<file path="config.mk">
export PLATFORM = sky130hd
export DESIGN_NAME = wgt_window_guard_timer
export DESIGN_NICKNAME = d
export VERILOG_FILES = /design/src/rtl/wgt_pkg.sv /design/src/rtl/wgt_tick_if.sv /design/src/rtl/wgt_tick_divider.sv /design/src/rtl/wgt_window_guard_timer.sv
export SDC_FILE = /design/constraint.sdc
export NUM_CORES = 1
export LEC_CHECK = 0
export ABC_AREA = 0
export ABC_CLOCK_PERIOD_IN_PS = 3000
export BUFFER_PORTS_ARGS = -buffer_cell sky130_fd_sc_hd__buf_4
export CORE_UTILIZATION = 35
export CTS_BUF_LIST = sky130_fd_sc_hd__clkbuf_4 sky130_fd_sc_hd__clkbuf_8
export CTS_CLUSTER_SIZE = 20
export DETAILED_ROUTE_END_ITERATION = 8
export PLACE_DENSITY = 0.66
export SYNTH_ARGS = -nofsm -noshare
export SYNTH_HDL_FRONTEND = slang
export SYNTH_HIERARCHICAL = 1
export SYNTH_SLANG_ARGS = --single-unit
</file>
<file path="constraint.sdc">
create_clock -name clock -period 3 [get_ports clock]
set_input_delay 0.15 -clock clock [delete_from_list [all_inputs] [get_ports clock]]
set_output_delay 0.15 -clock clock [all_outputs]
set_load 0.02 [all_outputs]
</file>
<file path="src/rtl/wgt_pkg.sv">
// package for the window guard timer: register map, fields, reset values, timing
// assumes a 32-bit register port clocked by the peripheral bus clock
package wgt_pkg;
    localparam logic [3:0]  WGT_OFS_CTRL      = 4'h0;
    localparam logic [3:0]  WGT_OFS_CFG       = 4'h4;
    localparam logic [3:0]  WGT_OFS_STS       = 4'h8;
    localparam int          WGT_CNT_W         = 7;
    localparam logic [6:0]  WGT_CNT_RST       = 7'h7f;
    localparam logic [6:0]  WGT_WIN_RST       = 7'h7f;
    localparam logic [6:0]  WGT_WARN_VAL      = 7'h40;
    localparam logic [6:0]  WGT_FIRE_VAL      = 7'h3f;
    localparam int          WGT_CNT_HI        = 6;
    localparam int          WGT_EN_BIT        = 7;
    localparam int          WGT_DIV_LO        = 7;
    localparam int          WGT_DIV_HI        = 8;
    localparam int          WGT_IRQEN_BIT     = 9;
    localparam int          WGT_FLAG_BIT      = 0;
    localparam int          WGT_PRE_DIV       = 4096;
    localparam int          WGT_PRE_W         = 12;
    localparam logic [11:0] WGT_PRE_LAST      = 12'(WGT_PRE_DIV - 1);
    localparam int          WGT_EXP_W         = 3;
    localparam logic [31:0] WGT_ZERO          = 32'h0000_0000;
endpackage

</file>
<file path="src/rtl/wgt_tick_if.sv">
// interface carrying the divided tick from the prescaler to the counter logic
// assumes one clock domain
`timescale 1ns/1ps
interface wgt_tick_if;
    logic [1:0] timebase_exponent;
    logic       tick;
    modport pre (input timebase_exponent, output tick);
    modport cnt (output timebase_exponent, input tick);
endinterface

</file>
<file path="src/rtl/wgt_tick_divider.sv">
// prescaler: peripheral clock /4096, then /1,/2,/4,/8
// assumes synchronous active-high reset
`timescale 1ns/1ps
module wgt_tick_divider
    import wgt_pkg::*;
(
    input  wire logic clock,
    input  wire logic rst,
    wgt_tick_if.pre   tk
);
    logic [WGT_PRE_W-1:0] pre_ff;
    logic [WGT_EXP_W-1:0] sub_ff;
    logic                 tick_ff;
    wire                  pre_wrap = (pre_ff == WGT_PRE_LAST);
    // sub stage counts 2^exp prescaler wraps; free running keeps phase simple
    wire [WGT_EXP_W-1:0]  sub_mask = WGT_EXP_W'((1 << tk.timebase_exponent) - 1);
    wire                  sub_done = ((sub_ff & sub_mask) == sub_mask);
    wire [WGT_PRE_W-1:0]  nxt_pre = pre_wrap ? '0 : pre_ff + 1'b1;
    wire [WGT_EXP_W-1:0]  nxt_sub = pre_wrap ? sub_ff + 1'b1 : sub_ff;

    always_ff @(posedge clock) begin
        if (rst) begin
            pre_ff  <= '0;
            sub_ff  <= '0;
            tick_ff <= 1'b0;
        end else begin
            pre_ff  <= nxt_pre;
            sub_ff  <= nxt_sub;
            tick_ff <= pre_wrap && sub_done;
        end
    end
    assign tk.tick = tick_ff;
endmodule

</file>
<file path="src/rtl/wgt_window_guard_timer.sv">
// window guard timer top: registers, down counter, early warning, reset request
// assumes single-cycle register port strobes; sys_reset_req is taken by the reset unit
//
// Functional notes
// - seven-bit down counter in control bits 6:0, read/write, resets to 0x7f
// - when enabled, reset is raised as count steps from 0x40 to 0x3f
// - enable bit 7 is set by writing one; only reset clears it
// - config bits 6:0 hold window limit, read/write, reset 0x7f
// - tick is bus clock /4096 then /1,/2,/4,/8 from config bits 8:7
// - irq enable bit 9 raises interrupt at 0x40; set-only, reset clears
// - early warning flag set whenever a tick takes count to 0x40, irq enabled or not
// - writing zero clears the flag, writing one keeps it; reset value zero
// - half-word and word accesses both accepted on all three registers
// - timeout equals clock period times 4096 times 2^exp times low bits plus one
//
// Our own choice: the plain strobed port.
`timescale 1ns/1ps
module wgt_window_guard_timer
    import wgt_pkg::*;
(
    input  wire logic        clock,
    input  wire logic        rst,
    input  wire logic [3:0]  addr,
    input  wire logic [31:0] wdata,
    input  wire logic [1:0]  wsize,
    input  wire logic        wr,
    input  wire logic        rd,
    output logic      [31:0] rdata,
    output logic             early_warn_irq,
    output logic             sys_reset_req
);
    wgt_tick_if tk();

    logic [6:0]  down_count_ff;
    logic        guard_enable_ff;
    logic [6:0]  window_limit_ff;
    logic [1:0]  tick_divider_ff;
    logic        early_warn_irq_enable_ff;
    logic        early_warn_flag_ff;
    logic [31:0] rdata_ff;
    logic        irq_ff;
    logic        rst_req_ff;

    wgt_tick_divider u_div (
        .clock (clock),
        .rst   (rst),
        .tk    (tk)
    );
    assign tk.timebase_exponent = tick_divider_ff;

    // all fields live in the low half-word, so a half-word access behaves as a word
    wire wr_ctrl = wr && (addr == WGT_OFS_CTRL);
    wire wr_cfg  = wr && (addr == WGT_OFS_CFG);
    wire wr_sts  = wr && (addr == WGT_OFS_STS);

    wire [6:0] wr_count   = wdata[WGT_CNT_HI:0];
    wire       tick_dec   = tk.tick;
    wire [6:0] dec_count  = down_count_ff - 7'h01;
    // a tick that lands with a control write is dropped: the written value wins
    wire [6:0] nxt_down_count = wr_ctrl ? wr_count
                              : (tick_dec ? dec_count : down_count_ff);
    wire       nxt_guard_enable = guard_enable_ff
                              | (wr_ctrl & wdata[WGT_EN_BIT]);
    wire [6:0] nxt_window_limit = wr_cfg ? wdata[WGT_CNT_HI:0] : window_limit_ff;
    wire [1:0] nxt_tick_divider = wr_cfg ? wdata[WGT_DIV_HI:WGT_DIV_LO]
                              : tick_divider_ff;
    wire       nxt_irq_enable = early_warn_irq_enable_ff
                              | (wr_cfg & wdata[WGT_IRQEN_BIT]);

    // count reaching 0x40 on a tick
    wire warn_hit  = tick_dec && !wr_ctrl && (dec_count == WGT_WARN_VAL);
    // step 0x40 -> 0x3f
    wire fire_step = tick_dec && !wr_ctrl && (down_count_ff == WGT_WARN_VAL)
                   && (dec_count == WGT_FIRE_VAL);
    // reload while still above the window is a fault
    wire early_reload = wr_ctrl && (down_count_ff > window_limit_ff);
    // enable written in the same cycle counts, so a late enable still guards
    wire guard_on  = guard_enable_ff || (wr_ctrl & wdata[WGT_EN_BIT]);
    wire nxt_rst_req = guard_on && (fire_step || early_reload);

    // set beats clear when an event meets a clearing write
    wire flag_clr = wr_sts && !wdata[WGT_FLAG_BIT];
    wire nxt_flag = warn_hit | (early_warn_flag_ff & ~flag_clr);
    wire nxt_irq  = nxt_flag & nxt_irq_enable;

    wire [31:0] rd_ctrl = {24'h00_0000, guard_enable_ff, down_count_ff};
    wire [31:0] rd_cfg  = {22'h00_0000, early_warn_irq_enable_ff, tick_divider_ff,
                           window_limit_ff};
    wire [31:0] rd_sts  = {31'h0000_0000, early_warn_flag_ff};
    wire [31:0] rd_mux  = (addr == WGT_OFS_CTRL) ? rd_ctrl
                        : (addr == WGT_OFS_CFG)  ? rd_cfg
                        : (addr == WGT_OFS_STS)  ? rd_sts
                        : WGT_ZERO;
    // read data valid only in the cycle after the strobe; unmapped reads zero
    wire [31:0] nxt_rdata = rd ? rd_mux : WGT_ZERO;

    always_ff @(posedge clock) begin
        if (rst) begin
            down_count_ff            <= WGT_CNT_RST;
            guard_enable_ff          <= 1'b0;
            window_limit_ff          <= WGT_WIN_RST;
            tick_divider_ff          <= 2'h0;
            early_warn_irq_enable_ff <= 1'b0;
            early_warn_flag_ff       <= 1'b0;
        end else begin
            down_count_ff            <= nxt_down_count;
            guard_enable_ff          <= nxt_guard_enable;
            window_limit_ff          <= nxt_window_limit;
            tick_divider_ff          <= nxt_tick_divider;
            early_warn_irq_enable_ff <= nxt_irq_enable;
            early_warn_flag_ff       <= nxt_flag;
        end
    end

    always_ff @(posedge clock) begin
        if (rst) begin
            rdata_ff   <= WGT_ZERO;
            irq_ff     <= 1'b0;
            rst_req_ff <= 1'b0;
        end else begin
            rdata_ff   <= nxt_rdata;
            irq_ff     <= nxt_irq;
            // held until the system reset loops back through rst
            rst_req_ff <= rst_req_ff | nxt_rst_req;
        end
    end

    assign rdata          = rdata_ff;
    assign early_warn_irq = irq_ff;
    assign sys_reset_req  = rst_req_ff;
endmodule

</file>
==> results of run 1 <==
[kinds of logic after synthesis]
| group | count (synthesis) | share of synthesized area |
|---|---|---|
| DFF | 47 | 0.395 |
| other | 1 | 0.00157 |
| AOI/OAI and AO/OA | 42 | 0.127 |
| and+or+nand+nor | 108 | 0.230 |
| muxes | 4 | 0.0168 |
| xor gates and xnor gates | 16 | 0.0588 |
| adders and majority gates | 12 | 0.0630 |
| buffers and inverters | 44 | 0.108 |
[flip-flops by register name (all words and copies together) (netlist names)]
signal	flops
window_limit_ff	7
tick_divider_ff	2
early_warn_flag_ff	1
u_div/tk.tick	1
sys_reset_req	1
u_div/sub_ff	3
guard_enable_ff	1
early_warn_irq	1
early_warn_irq_enable_ff	1
rdata	10
u_div/pre_ff	12
down_count_ff	7
[synth_stat cells (2+ instances only)]
| library cell | instances |
|---|---|
| a21oi_1 | 5 |
| a22o_1 | 6 |
| a31oi_1 | 2 |
| a32o_1 | 2 |
| and2_1 | 2 |
| buf_4 | 22 |
| clkbuf_1 | 3 |
| dfxtp_1 | 47 |
| ha_1 | 12 |
| inv_1 | 15 |
| mux2i_1 | 4 |
| nand2_1 | 26 |
| nand3_1 | 9 |
| nand3b_1 | 3 |
| nand4_1 | 4 |
| nor2_1 | 33 |
| nor2b_1 | 2 |
| nor3_1 | 10 |
| nor3_2 | 2 |
| nor4_1 | 3 |
| o211ai_1 | 9 |
| o21a_1 | 2 |
| o21ai_0 | 8 |
| o2bb2ai_1 | 2 |
| or4b_4 | 2 |
| xnor2_1 | 11 |
| xor2_1 | 5 |
[area by class of cell]
type	instances	area share
timing repair buffer	30	0.0836
clock buffer	7	0.0358
sequential	47	0.349
clock inverter	1	0.00279
multi-input combinational	204	0.470
tap	77	0.0358
inverter	16	0.0223
[through the flow]
stage	cell area, um2	setup slack (ns)	hold slack, ns	total power, mW
floorplan	2460	1.23	0.219	0.748
global route	2690	0.894	0.0750	1.22
global placement	2590	1.08	0.385	0.762
finish	2690	0.993	0.0776	1.17
CTS	2690	1.01	0.0708	1.18
detailed placement	2590	1.04	0.382	0.764
[worst reg2reg max path: cells and delay by family, from the launching register on]
family | cells | cell delay [ns]
DFF | 1 | 0.45
xor gates and xnor gates | 1 | 0.15
and+or+nand+nor | 1 | 0.51
AOI/OAI and AO/OA | 2 | 0.45
adders and majority gates | 1 | 0.25
buffers and inverters | 1 | 0.13
[power groups by stage]
stage | Combinational [mW] | Clock (mW) | Sequential, mW
floorplan | 0.0891 | 0 | 0.659
global placement | 0.103 | 0 | 0.659
detailed placement | 0.105 | 0 | 0.659
CTS | 0.105 | 0.433 | 0.645
global route | 0.116 | 0.462 | 0.647
finish | 0.105 | 0.422 | 0.645
[how the worst min path moves through the flow]
stage,from,endpoint,slack (ns)
after global routing,wdata[2],down_count_ff[2]$_SDFFE_PP1P_,0.07
after floorplan,rst,tick_divider_ff[0]$_SDFFE_PP0P_,0.22
after detailed placement,wdata[2],down_count_ff[2]$_SDFFE_PP1P_,0.38
after global placement,wdata[2],down_count_ff[2]$_SDFFE_PP1P_,0.39
final,wdata[2],down_count_ff[2]$_SDFFE_PP1P_,0.08
after CTS,wdata[2],down_count_ff[2]$_SDFFE_PP1P_,0.07
[layer usage]
| layer | up-vias | GRT usage | wire length, um |
|---|---|---|---|
| li1 | 956 | - | - |
| met1 | 872 | 0.187 | 2190 |
| met2 | 64 | 0.223 | 2230 |
| met3 | 4 | 0.0354 | 312 |
| met4 | 0 | 0.0508 | 64 |
| met5 | - | 0 | 0 |
==> summary.md, run 1 <==
| Metric | Value |
|---|---|
| Finished Layout Cells | `382` |
| VDD IR-drop max | `approximately 0.00018 V` |
| Avg Cell Area, Syn | `8.70 um2` |
| Gpl congestion | `0.799` |
| Area fraction of the dominant cell type after synthesis | `0.395` |
| Clock slew at reported path FFs | `about 0.09 ns` |
| Via count | `1896` |
| Main synth FF type | `dfxtp_1` |
| First-pass GRT wire length | `7980 um` |
| Worst r2r src | `down_count_ff[0]$_SDFFE_PP1P_` |
| Clk_skew | `0.00568 ns` |
| Startpoint Class | `flop` |
| CTS Buf Count | `5` |
| Effective utilization at floorplan | `0.369` |
| Reg2reg end | `early_warn_irq$_SDFF_PP0_` |
| Die area | `0.00715 mm2` |
| Int Power | `0.882 mW` |
| Diode count | `0` |
| Initial detailed-routing violation count | `65` |
| Clock share of power | `0.360` |
| Final core utilization | `0.417` |
| Max Cap Viol | `0` |
| Antenna violations before repair | `0` |
| Commonest non-fill, non-tap cell in the layout | `dfxtp_1` |
| Vias per cell | `approximately 5.0` |
| Final min period | `2.01 ns` |
| Row Count | `29` |
| CP cell instances | `inv_1 -> ha_1 -> xor2_1 -> a211o_1 -> or4b_4 -> o2bb2ai_1` |
| Dpl cells | `374` |
| Largest fanout on the critical path | `6` |
| Buffers plus inverters on the worst setup path | `1` |
| RSZ-0062 raised after global routing | `false` |
| Failing checks | `design-rule violations` |
| Worst slew margin | `0.251` |
| Post-Syn Area | `between 0.002 and 0.0025 mm2` |
| GRT Resource Usage Total | `0.141` |
| Switching Share | `0.248` |
| Power share of the combinational group | `0.090` |
| Final setup viols | `0` |
| Ports | `76` |
| DR WL/cell | `12.6 um` |
| Setup crit end | `early_warn_irq$_SDFF_PP0_` |
| Slowest cell on crit path | `or4b_4` |
| Die W | `84.5 um` |
| Post-synth EDFFs | `0` |
| Die height | `between 80 and 90 um` |
| Fmax | `498 MHz` |
| Final Slew Violations | `0` |
| Setup slack, reg-to-reg | `around 1 ns` |
| Worst-margin pin slew | `1.12 ns` |
| # fillers | `637` |
| Top delay family on crit path | `simple AND/OR/NAND/NOR gates` |
| LEAKAGE | `1.11 nW` |
| Layout cell share with drive strength beyond 1 | `0.161` |
| Total gr overflow | `0` |
| Drt drc | `8` |
| Gates resized, CTS repair | `0` |
| Setup Buffers After CTS | `0` |
| Final hold viol count | `0` |
| Worst EP required | `3.23 ns` |
| Synth async-reset ratio | `0` |
| Vias in the first global route | `1671` |
| Status | `complete, but fails checks` |
| HPWL Detailed | `3530 um` |
| Most frequent cells in the layout | `dfxtp_1 (47), nor2_1 (33), buf_4 (30)` |
| Area growth, synth to finish | `12.9%` |
| Worst hold path type | `primary input to flop` |
| Switching power | `between 0.2 and 0.3 mW` |
| Ranking of synthesized cells by area | `dfxtp_1 (39%), buf_4 (6.9%), ha_1 (6.3%), nor2_1 (5.2%), nand2_1 (4.1%)` |
| IO Port Bufs | `29` |
| Largest stage delay, worst path | `0.51 ns` |
| Register share of total power | `0.550` |
| Kind of critical path | `flop to flop` |
| Synth area leader | `dfxtp_1` |
| Root Buffer Master | `clkbuf_8` |
| CP Depth | `6` |
| Setup crit end kind | `flop` |
| DR pass1 iterations | `6` |
| CTS sink count | `47` |
| Area of the multi-input gates | `0.00127 mm2` |
| Largest net degree at the start of global routing | `20` |
| Post-synthesis instance total | `roughly 270` |
| Number of synthesized register bits | `47` |
| Worst Reg2Reg Path Length in Cells | `6` |
| Core area | `around 0.0065 mm2` |
| Htree depth | `2` |
| Clock Latency Late Sink | `approximately 0.30 ns` |
| Syn. warnings | `6` |
| DRT Wirelength | `~4800 um` |
| Fin Setup TNS | `0 ns` |
| Worst endpoint data arrival time | `2.24 ns` |
| Post-synthesis sequential area ratio | `0.395` |
| Sequential cell area | `941 um2` |
| Antenna Nets Post-Route | `0` |
| Clk buf depth | `2` |
| Post-CTS Hold Fix Bufs | `0` |
| Critical Path Source | `down_count_ff[0]$_SDFFE_PP1P_` |
| Hold Crit Depth | `3` |
| Pwr/cell area | `435 mW/mm2` |
| CTS tree | `yes` |
| NumNets Final | `358` |
| Final worst path period share | `0.669` |
| Synth cell types | `50` |
Power figures use the tool's default switching activity.
==> inputs of run 2 (changes only) <==
Settings changed: ABC_CLOCK_PERIOD_IN_PS 3000 to 1900.
Clock period 3 ns to 1.9 ns, I/O delays scaled along.
==> run 2 against run 1 <==
- clock-buffer cell count decreased by 1
- setup slack got worse by 0.89 ns
- highest routed layer unchanged
- utilization increased by 1.2 points
- critical endpoint is now early_warn_flag_ff$_SDFF_PP0_
- the flow still finishes with violations (design-rule violations)
- sequential share of layout area decreased by 0.98 points
- hold slack got worse by 0.051 ns
- fmax increased by 12%
- non-clock buffer count increased by 10
==> summary.md, run 2 (synthesis results as in run 1) <==
| Metric | Value |
|---|---|
| Kind of critical path | `flop to flop` |
| Final worst path period share | `0.944 (+0.275)` |
| Die W | `84.5 um (unchanged)` |
| Power share of the combinational group | `0.090 (about the same)` |
| Largest net degree at the start of global routing | `19 (-5.0%)` |
| Clock share of power | `0.380 (+0.020)` |
| Max reg flops | `12 (unchanged)` |
| Effective utilization at floorplan | `0.369 (unchanged)` |
| Die area | `0.00715 mm2 (unchanged)` |
| Worst hold path type | `primary input to flop` |
| Core area | `0.00646 mm2 (unchanged)` |
| Most frequent cells in the layout | `dfxtp_1 (47), buf_4 (40), nor2_1 (33)` |
| Area growth, synth to finish | `16.2%` |
| HPWL Detailed | `3570 um (+1.4%)` |
| Clock Latency Late Sink | `0.30 ns (about the same)` |
| First-pass GRT wire length | `8160 um (+2.3%)` |
| CTS sink count | `47 (unchanged)` |
| Clk_skew | `0.00497 ns (-0.000709 ns)` |
| Switching Share | `0.235 (-0.0124)` |
| CP cell instances | `inv_1 -> ha_1 -> xor2_1 -> a211o_1 -> or4b_4 -> o2bb2ai_1` |
| Final core utilization | `0.429 (+0.0120)` |
| VDD IR-drop max | `0.000291 V (+57%)` |
| Vias in the first global route | `1717 (+2.8%)` |
| LEAKAGE | `1.16 nW (+4.5%)` |
| CTS Buf Count | `5 (unchanged)` |
| Hold Crit Depth | `3 (unchanged)` |
| Via count | `1928 (+1.7%)` |
| Antenna Nets Post-Route | `0 (unchanged)` |
| Area of the multi-input gates | `0.00127 mm2 (unchanged)` |
| Initial detailed-routing violation count | `104 (+60%)` |
| Status | `complete, but fails checks` |
| Worst endpoint data arrival time | `2.02 ns (-0.22 ns)` |
| Int Power | `1.47 mW (+66%)` |
| Largest fanout on the critical path | `3 (-3)` |
| Register share of total power | `0.530 (-0.020)` |
| Setup crit end kind | `flop` |
| Drt drc | `8 (unchanged)` |
| Worst-margin pin slew | `0.897 ns (-0.222 ns)` |
| NumNets Final | `368 (+2.8%)` |
| Post-CTS Hold Fix Bufs | `0 (unchanged)` |
| Largest stage delay, worst path | `0.50 ns (about the same)` |
| Sequential cell area | `941 um2 (unchanged)` |
| Fin Setup TNS | `0 ns (unchanged)` |
| Clock slew at reported path FFs | `0.08 ns (about the same)` |
| RSZ-0062 raised after global routing | `false` |
| Final Slew Violations | `0 (unchanged)` |
| Failing checks | `design-rule violations` |
| Setup Buffers After CTS | `0 (unchanged)` |
| IO Port Bufs | `29 (unchanged)` |
| DR pass1 iterations | `6 (unchanged)` |
| Vias per cell | `4.93 (-0.65%)` |
| Max Cap Viol | `0 (unchanged)` |
| Final setup viols | `0 (unchanged)` |
| # fillers | `655 (+2.8%)` |
| Root Buffer Master | `clkbuf_8` |
| Largest reg by FF count | `u_div/pre_ff` |
| Gates resized, CTS repair | `0 (unchanged)` |
| GRT Resource Usage Total | `0.146 (+0.00454)` |
| Switching power | `0.451 mW (+55%)` |
| DRT Wirelength | `4820 um (+0.54%)` |
| Layout cell share with drive strength beyond 1 | `0.185 (+0.0241)` |
| Pwr/cell area | `692 mW/mm2 (+59%)` |
| Diode count | `0 (unchanged)` |
| DR WL/cell | `12.3 um (-1.8%)` |
| Total gr overflow | `0 (unchanged)` |
| Fmax | `558 MHz (+12%)` |
| CTS tree | `yes` |
| Antenna violations before repair | `0 (unchanged)` |
| Commonest non-fill, non-tap cell in the layout | `dfxtp_1` |
| Worst Reg2Reg Path Length in Cells | `6 (unchanged)` |
| Final min period | `1.79 ns (-0.213 ns)` |
| Startpoint Class | `flop` |
| Worst EP required | `2.13 ns (-1.10 ns)` |
| Gpl congestion | `0.832 (+4.2%)` |
| Htree depth | `2 (unchanged)` |
| Clk buf depth | `2 (unchanged)` |
| Worst slew margin | `0.397 (+0.146)` |
| Die height | `84.5 um (unchanged)` |
| Final hold viol count | `0 (unchanged)` |
| Ports | `76 (unchanged)` |
| Slowest cell on crit path | `or4b_4` |
| Row Count | `29 (unchanged)` |
## run 2: worst max-delay path, delay by kind of cell (launching register included)
kind            cells  cell delay (ns)
compound gates      2             0.44
xor+xnor            1             0.15
buf+inv             1             0.08
fa+ha+maj           1             0.24
flops               1             0.33
simple gates        1             0.50
## run 2: power by group through the flow
stage	clock network (mW)	logic, mW	registers (mW)
after global placement	0	0.171	1.04
after CTS	0.740	0.173	1.02
final	0.728	0.173	1.02
after detailed placement	0	0.172	1.04
after floorplan	0	0.141	1.04
after global routing	0.793	0.195	1.02
## run 2: per-stage QoR
| stage | instances | hold slack [ns] | setup slack [ns] | area (um2) | power, mW |
|---|---|---|---|---|---|
| 6_report | 391 | 0.0270 | 0.107 | 2770 | 1.92 |
| 5_1_grt | 391 | 0.0280 | 0.00895 | 2770 | 2.01 |
| 4_1_cts | 391 | 0.0247 | 0.0935 | 2770 | 1.93 |
| 3_5_place_dp | 384 | 0.330 | 0.114 | 2660 | 1.21 |
| 3_3_place_gp | 384 | 0.329 | 0.148 | 2660 | 1.21 |
| 2_1_floorplan | 295 | 0.164 | 0.127 | 2460 | 1.18 |
## run 2: worst paths after layout
kind                                       start  slack, ns                            end
max reg2reg        down_count_ff[0]$_SDFFE_PP1P_       0.11  early_warn_flag_ff$_SDFF_PP0_
min reg2reg  early_warn_irq_enable_ff$_SDFF_PP0_       0.47            rdata[9]$_SDFF_PP0_
max                down_count_ff[0]$_SDFFE_PP1P_       0.11  early_warn_flag_ff$_SDFF_PP0_
min                                     wdata[2]       0.03  down_count_ff[2]$_SDFFE_PP1P_
## run 2: area by class of cell
cell class,instances,area share
well taps,77,0.0348
flip-flops and latches,47,0.340
multi-input cells,204,0.457
repair buffers,40,0.108
clock buffers,6,0.0276
inverters,16,0.0217
clock inverters,1,0.0108
## run 2: routing by layer
layer,GRT usage,routed length (um),share of wire
met3,0.0315,237,0.049
met2,0.226,2150,0.45
met5,0,0,0
met1,0.202,2380,0.49
met4,0.0462,57,0.012
==> inputs of run 3 (changes only) <==
Settings changed: ABC_AREA 0 to 1.
==> run 3 against run 2 <==
- the run now ends clean
- power shrank 4.9%
- clock-buffer cell count shrank 1
- critical path type unchanged
- routed wire length grew 6.6%
- combinational power grew 12%
- clock skew grew 0.0053 ns
- clock power shrank 16%
- non-clock buffer count shrank 9
- first-iteration DRC count grew 20%
- hold slack lost 0.019 ns
- critical path depth grew 4
==> summary.md, run 3 <==
| Metric | Value |
|---|---|
| Diode count | `0 (unchanged)` |
| Gpl congestion | `0.861 (+3.4%)` |
| Commonest non-fill, non-tap cell in the layout | `nand2_1` |
| Slowest cell on crit path | `dfxtp_1` |
| Setup Buffers After CTS | `0 (unchanged)` |
| Avg Cell Area, Syn | `8.01 um2 (-7.9%)` |
| Via count | `2061 (+6.9%)` |
| LEAKAGE | `1.29 nW (+11%)` |
| Most Frequent Cell on Critical Path | `nand2_1` |
| DRT Wirelength | `5140 um (+6.6%)` |
| Worst endpoint data arrival time | `1.83 ns (-0.19 ns)` |
| Mux cell area share after synthesis | `0 (-0.0168)` |
| Core area | `0.00691 mm2 (+6.9%)` |
| Commonest cells post-synth | `nand2_1 (60), dfxtp_1 (47), inv_1 (37)` |
| Die height | `87.5 um (+3.4%)` |
| Worst hold path type | `primary input to flop` |
| Final Slew Violations | `0 (unchanged)` |
| Fmax | `633 MHz (+13%)` |
| Kind of critical path | `flop to flop` |
| Final setup viols | `0 (unchanged)` |
| Die W | `87.5 um (+3.4%)` |
| Reg2reg end | `early_warn_flag_ff$_SDFF_PP0_` |
| Max reg flops | `12 (unchanged)` |
| Worst EP required | `2.15 ns (+0.02 ns)` |
| Top delay family on crit path | `simple AND/OR/NAND/NOR gates` |
| CP Depth | `10 (+4)` |
| Largest reg by FF count | `u_div/pre_ff` |
| Vias in the first global route | `1950 (+14%)` |
| Count leader, synth | `nand2_1` |
| WHS Endpoint | `window_limit_ff[1]$_SDFFE_PP1P_` |
| Largest stage delay, worst path | `0.34 ns (-0.16 ns)` |
| Antenna Nets Post-Route | `0 (unchanged)` |
| Clk_skew | `0.0103 ns (+0.00528 ns)` |
| CTS tree | `yes` |
| Row Count | `30 (+3.4%)` |
| Total gr overflow | `0 (unchanged)` |
| Syn. warnings | `6 (unchanged)` |
| Main combinational cell family by area after synthesis | `simple AND/OR/NAND/NOR gates` |
| Clk buf depth | `2 (unchanged)` |
| HPWL Detailed | `3840 um (+7.4%)` |
| Antenna violations before repair | `0 (unchanged)` |
| Worst r2r src | `down_count_ff[0]$_SDFFE_PP1P_` |
| Final min period | `1.58 ns (-0.213 ns)` |
| Dpl cells | `439 (+14%)` |
| Post-Syn Area | `0.00256 mm2 (+7.2%)` |
| IO Port Bufs | `29 (unchanged)` |
| Gates resized, CTS repair | `0 (unchanged)` |
| NumNets Final | `406 (+10%)` |
| Layout cell share with drive strength beyond 1 | `0.195 (+0.0108)` |
| Main synth FF type | `dfxtp_1` |
| Vias per cell | `4.59 (-6.9%)` |
| Final worst path period share | `0.832 (-0.112)` |
| CTS Buf Count | `5 (unchanged)` |
| Drt drc | `0 (-8)` |
| Post-synth EDFFs | `0 (unchanged)` |
| Post-synthesis sequential area ratio | `0.368 (-0.0265)` |
| Synth area leader | `dfxtp_1` |
| Synth async-reset ratio | `0 (unchanged)` |
| Hold Crit Depth | `3 (unchanged)` |
| Htree depth | `2 (unchanged)` |
| Buffers plus inverters on the worst setup path | `2 (+1)` |
| Clock Latency Late Sink | `0.31 ns (about the same)` |
| Area growth, synth to finish | `12.6%` |
| Post-Synth XOR/XNOR Area | `0.0274 (-0.0314)` |
| Fin Setup TNS | `0 ns (unchanged)` |
| Root Buffer Master | `clkbuf_8` |
| Startpoint Class | `flop` |
| Most frequent cells in the layout | `nand2_1 (60), dfxtp_1 (47), inv_1 (37)` |
| VDD IR-drop max | `0.000263 V (-9.7%)` |
| RSZ-0062 raised after global routing | `false` |
| CTS sink count | `47 (unchanged)` |
| CP cell instances | `inv_1 -> ha_1 -> inv_1 -> nand2_1 -> nand2_1 -> nor2_1 -> nand3_1 -> nor2_1 -> nand2_1 -> a21oi_1` |
| Post-synthesis instance total | `319 (+16%)` |
| Number of synthesized register bits | `47 (unchanged)` |
| Final hold viol count | `0 (unchanged)` |
| Initial detailed-routing violation count | `125 (+20%)` |
| DR pass1 iterations | `5 (-1)` |
| Largest net degree at the start of global routing | `17 (-2)` |
| Post-synthesis simple-gate area fraction | `0.274 (+0.0438)` |
| Worst Reg2Reg Path Length in Cells | `10 (+4)` |
| Status | `completed` |
| Setup slack, reg-to-reg | `0.32 ns (+0.21 ns)` |
| Synth cell types | `34 (-32%)` |
| Clock slew at reported path FFs | `0.09 ns (about the same)` |
| Ranking of synthesized cells by area | `dfxtp_1 (37%), nand2_1 (8.8%), buf_4 (6.8%), ha_1 (5.9%), inv_1 (5.4%)` |
| DR WL/cell | `11.4 um (-7.2%)` |
| Adder-Cell Fraction of Synth Area | `0.0587 (-0.00422)` |
| Post-synthesis compound-gate area fraction | `0.127 (-0.000228)` |
| Effective utilization at floorplan | `0.370 (+0.000872)` |
| Pwr/cell area | `633 mW/mm2 (-8.5%)` |
| GRT Resource Usage Total | `0.143 (-0.00307)` |
| Die area | `0.00765 mm2 (+7.0%)` |
| Hold Path Origin | `wdata[1]` |
| Ports | `76 (unchanged)` |
| Finished Layout Cells | `449 (+15%)` |
| Max Cap Viol | `0 (unchanged)` |
| Area fraction of the dominant cell type after synthesis | `0.368 (-0.0265)` |
| First-pass GRT wire length | `8430 um (+3.3%)` |
| Setup crit end kind | `flop` |
| Largest fanout on the critical path | `9 (+6)` |
run 3: cell types whose count changed after synthesis, sizes merged, moves of 5 or more:
cell,previous run,this run
nand2,27,66
inv,15,42
a21oi,5,23
nor3,12,2
nand3,9,18
xnor2,11,3
a22o,7,0
o21ai,8,3
o22ai,0,5
run 3: per-stage QoR:
step / util / hold slack [ns] / setup WS [ns] / instance area (um2) / power, mW
6_report: 0.417 / 0.00763 / 0.320 / 2880 / 1.82
5_1_grt: 0.417 / 0.000324 / 0.0915 / 2880 / 1.92
4_1_cts: 0.417 / 0.000207 / 0.339 / 2880 / 1.85
3_5_place_dp: 0.401 / 0.329 / 0.357 / 2770 / 1.23
3_3_place_gp: 0.401 / 0.322 / 0.373 / 2770 / 1.22
2_1_floorplan: - / 0.164 / 0.558 / 2640 / 1.20
run 3: cells by family after synthesis:
logic type                 Yosys count
DFF                                 47
AOI/OAI and AO/OA                   50
and+or+nand+nor                    133
buffers and inverters               68
adders and majority gates           12
xor gates and xnor gates             8
other                                1
run 3: repair_timing:
item | CTS | global route
hold buffers | 2 | 0
endpoints found under the hold margin | 2 | 0
endpoints found under the setup margin | 0 | 0
run 3: worst max path at each step:
stage                                       start                            end  slack (ns)
floorplan              u_div/pre_ff[0]$_SDFF_PP0_     u_div/pre_ff[5]$_SDFF_PP0_        0.56
global placement    down_count_ff[0]$_SDFFE_PP1P_      early_warn_irq$_SDFF_PP0_        0.37
detailed placement  down_count_ff[0]$_SDFFE_PP1P_      early_warn_irq$_SDFF_PP0_        0.36
CTS                 down_count_ff[0]$_SDFFE_PP1P_      early_warn_irq$_SDFF_PP0_        0.34
global route        down_count_ff[0]$_SDFFE_PP1P_  early_warn_flag_ff$_SDFF_PP0_        0.09
finish              down_count_ff[0]$_SDFFE_PP1P_  early_warn_flag_ff$_SDFF_PP0_        0.32
run 3: area by class of cell:
class,count,area [um2]
timing repair buffer,31,238
multi-input combinational,225,1330
clock inverter,3,20.0
fill,729,4030
sequential,47,941
inverter,42,163
clock buffer,5,68.8
tap,96,120
run 3: layer usage:
metal  track usage  share of wire  vias to the layer above
met5             0              0                        -
met4        0.0537          0.011                        0
met3        0.0341          0.046                        6
met2         0.251           0.50                       54
met1         0.167           0.44                      934
li1              -              -                     1067
run 3: tightest hold or removal path, cell delays in order:
cell	delay (ns)
buf_4	0.08
nand2_1	0.04
o211ai_1	0.06
run 3: where the power goes:
| part | leakage, nW | switching, mW | internal [mW] |
|---|---|---|---|
| registers | 0.381 | 0.0131 | 1.00 |
| clock network | 0.0402 | 0.359 | 0.257 |
| logic | 0.869 | 0.130 | 0.0642 |
| total | 1.29 | 0.501 | 1.32 |
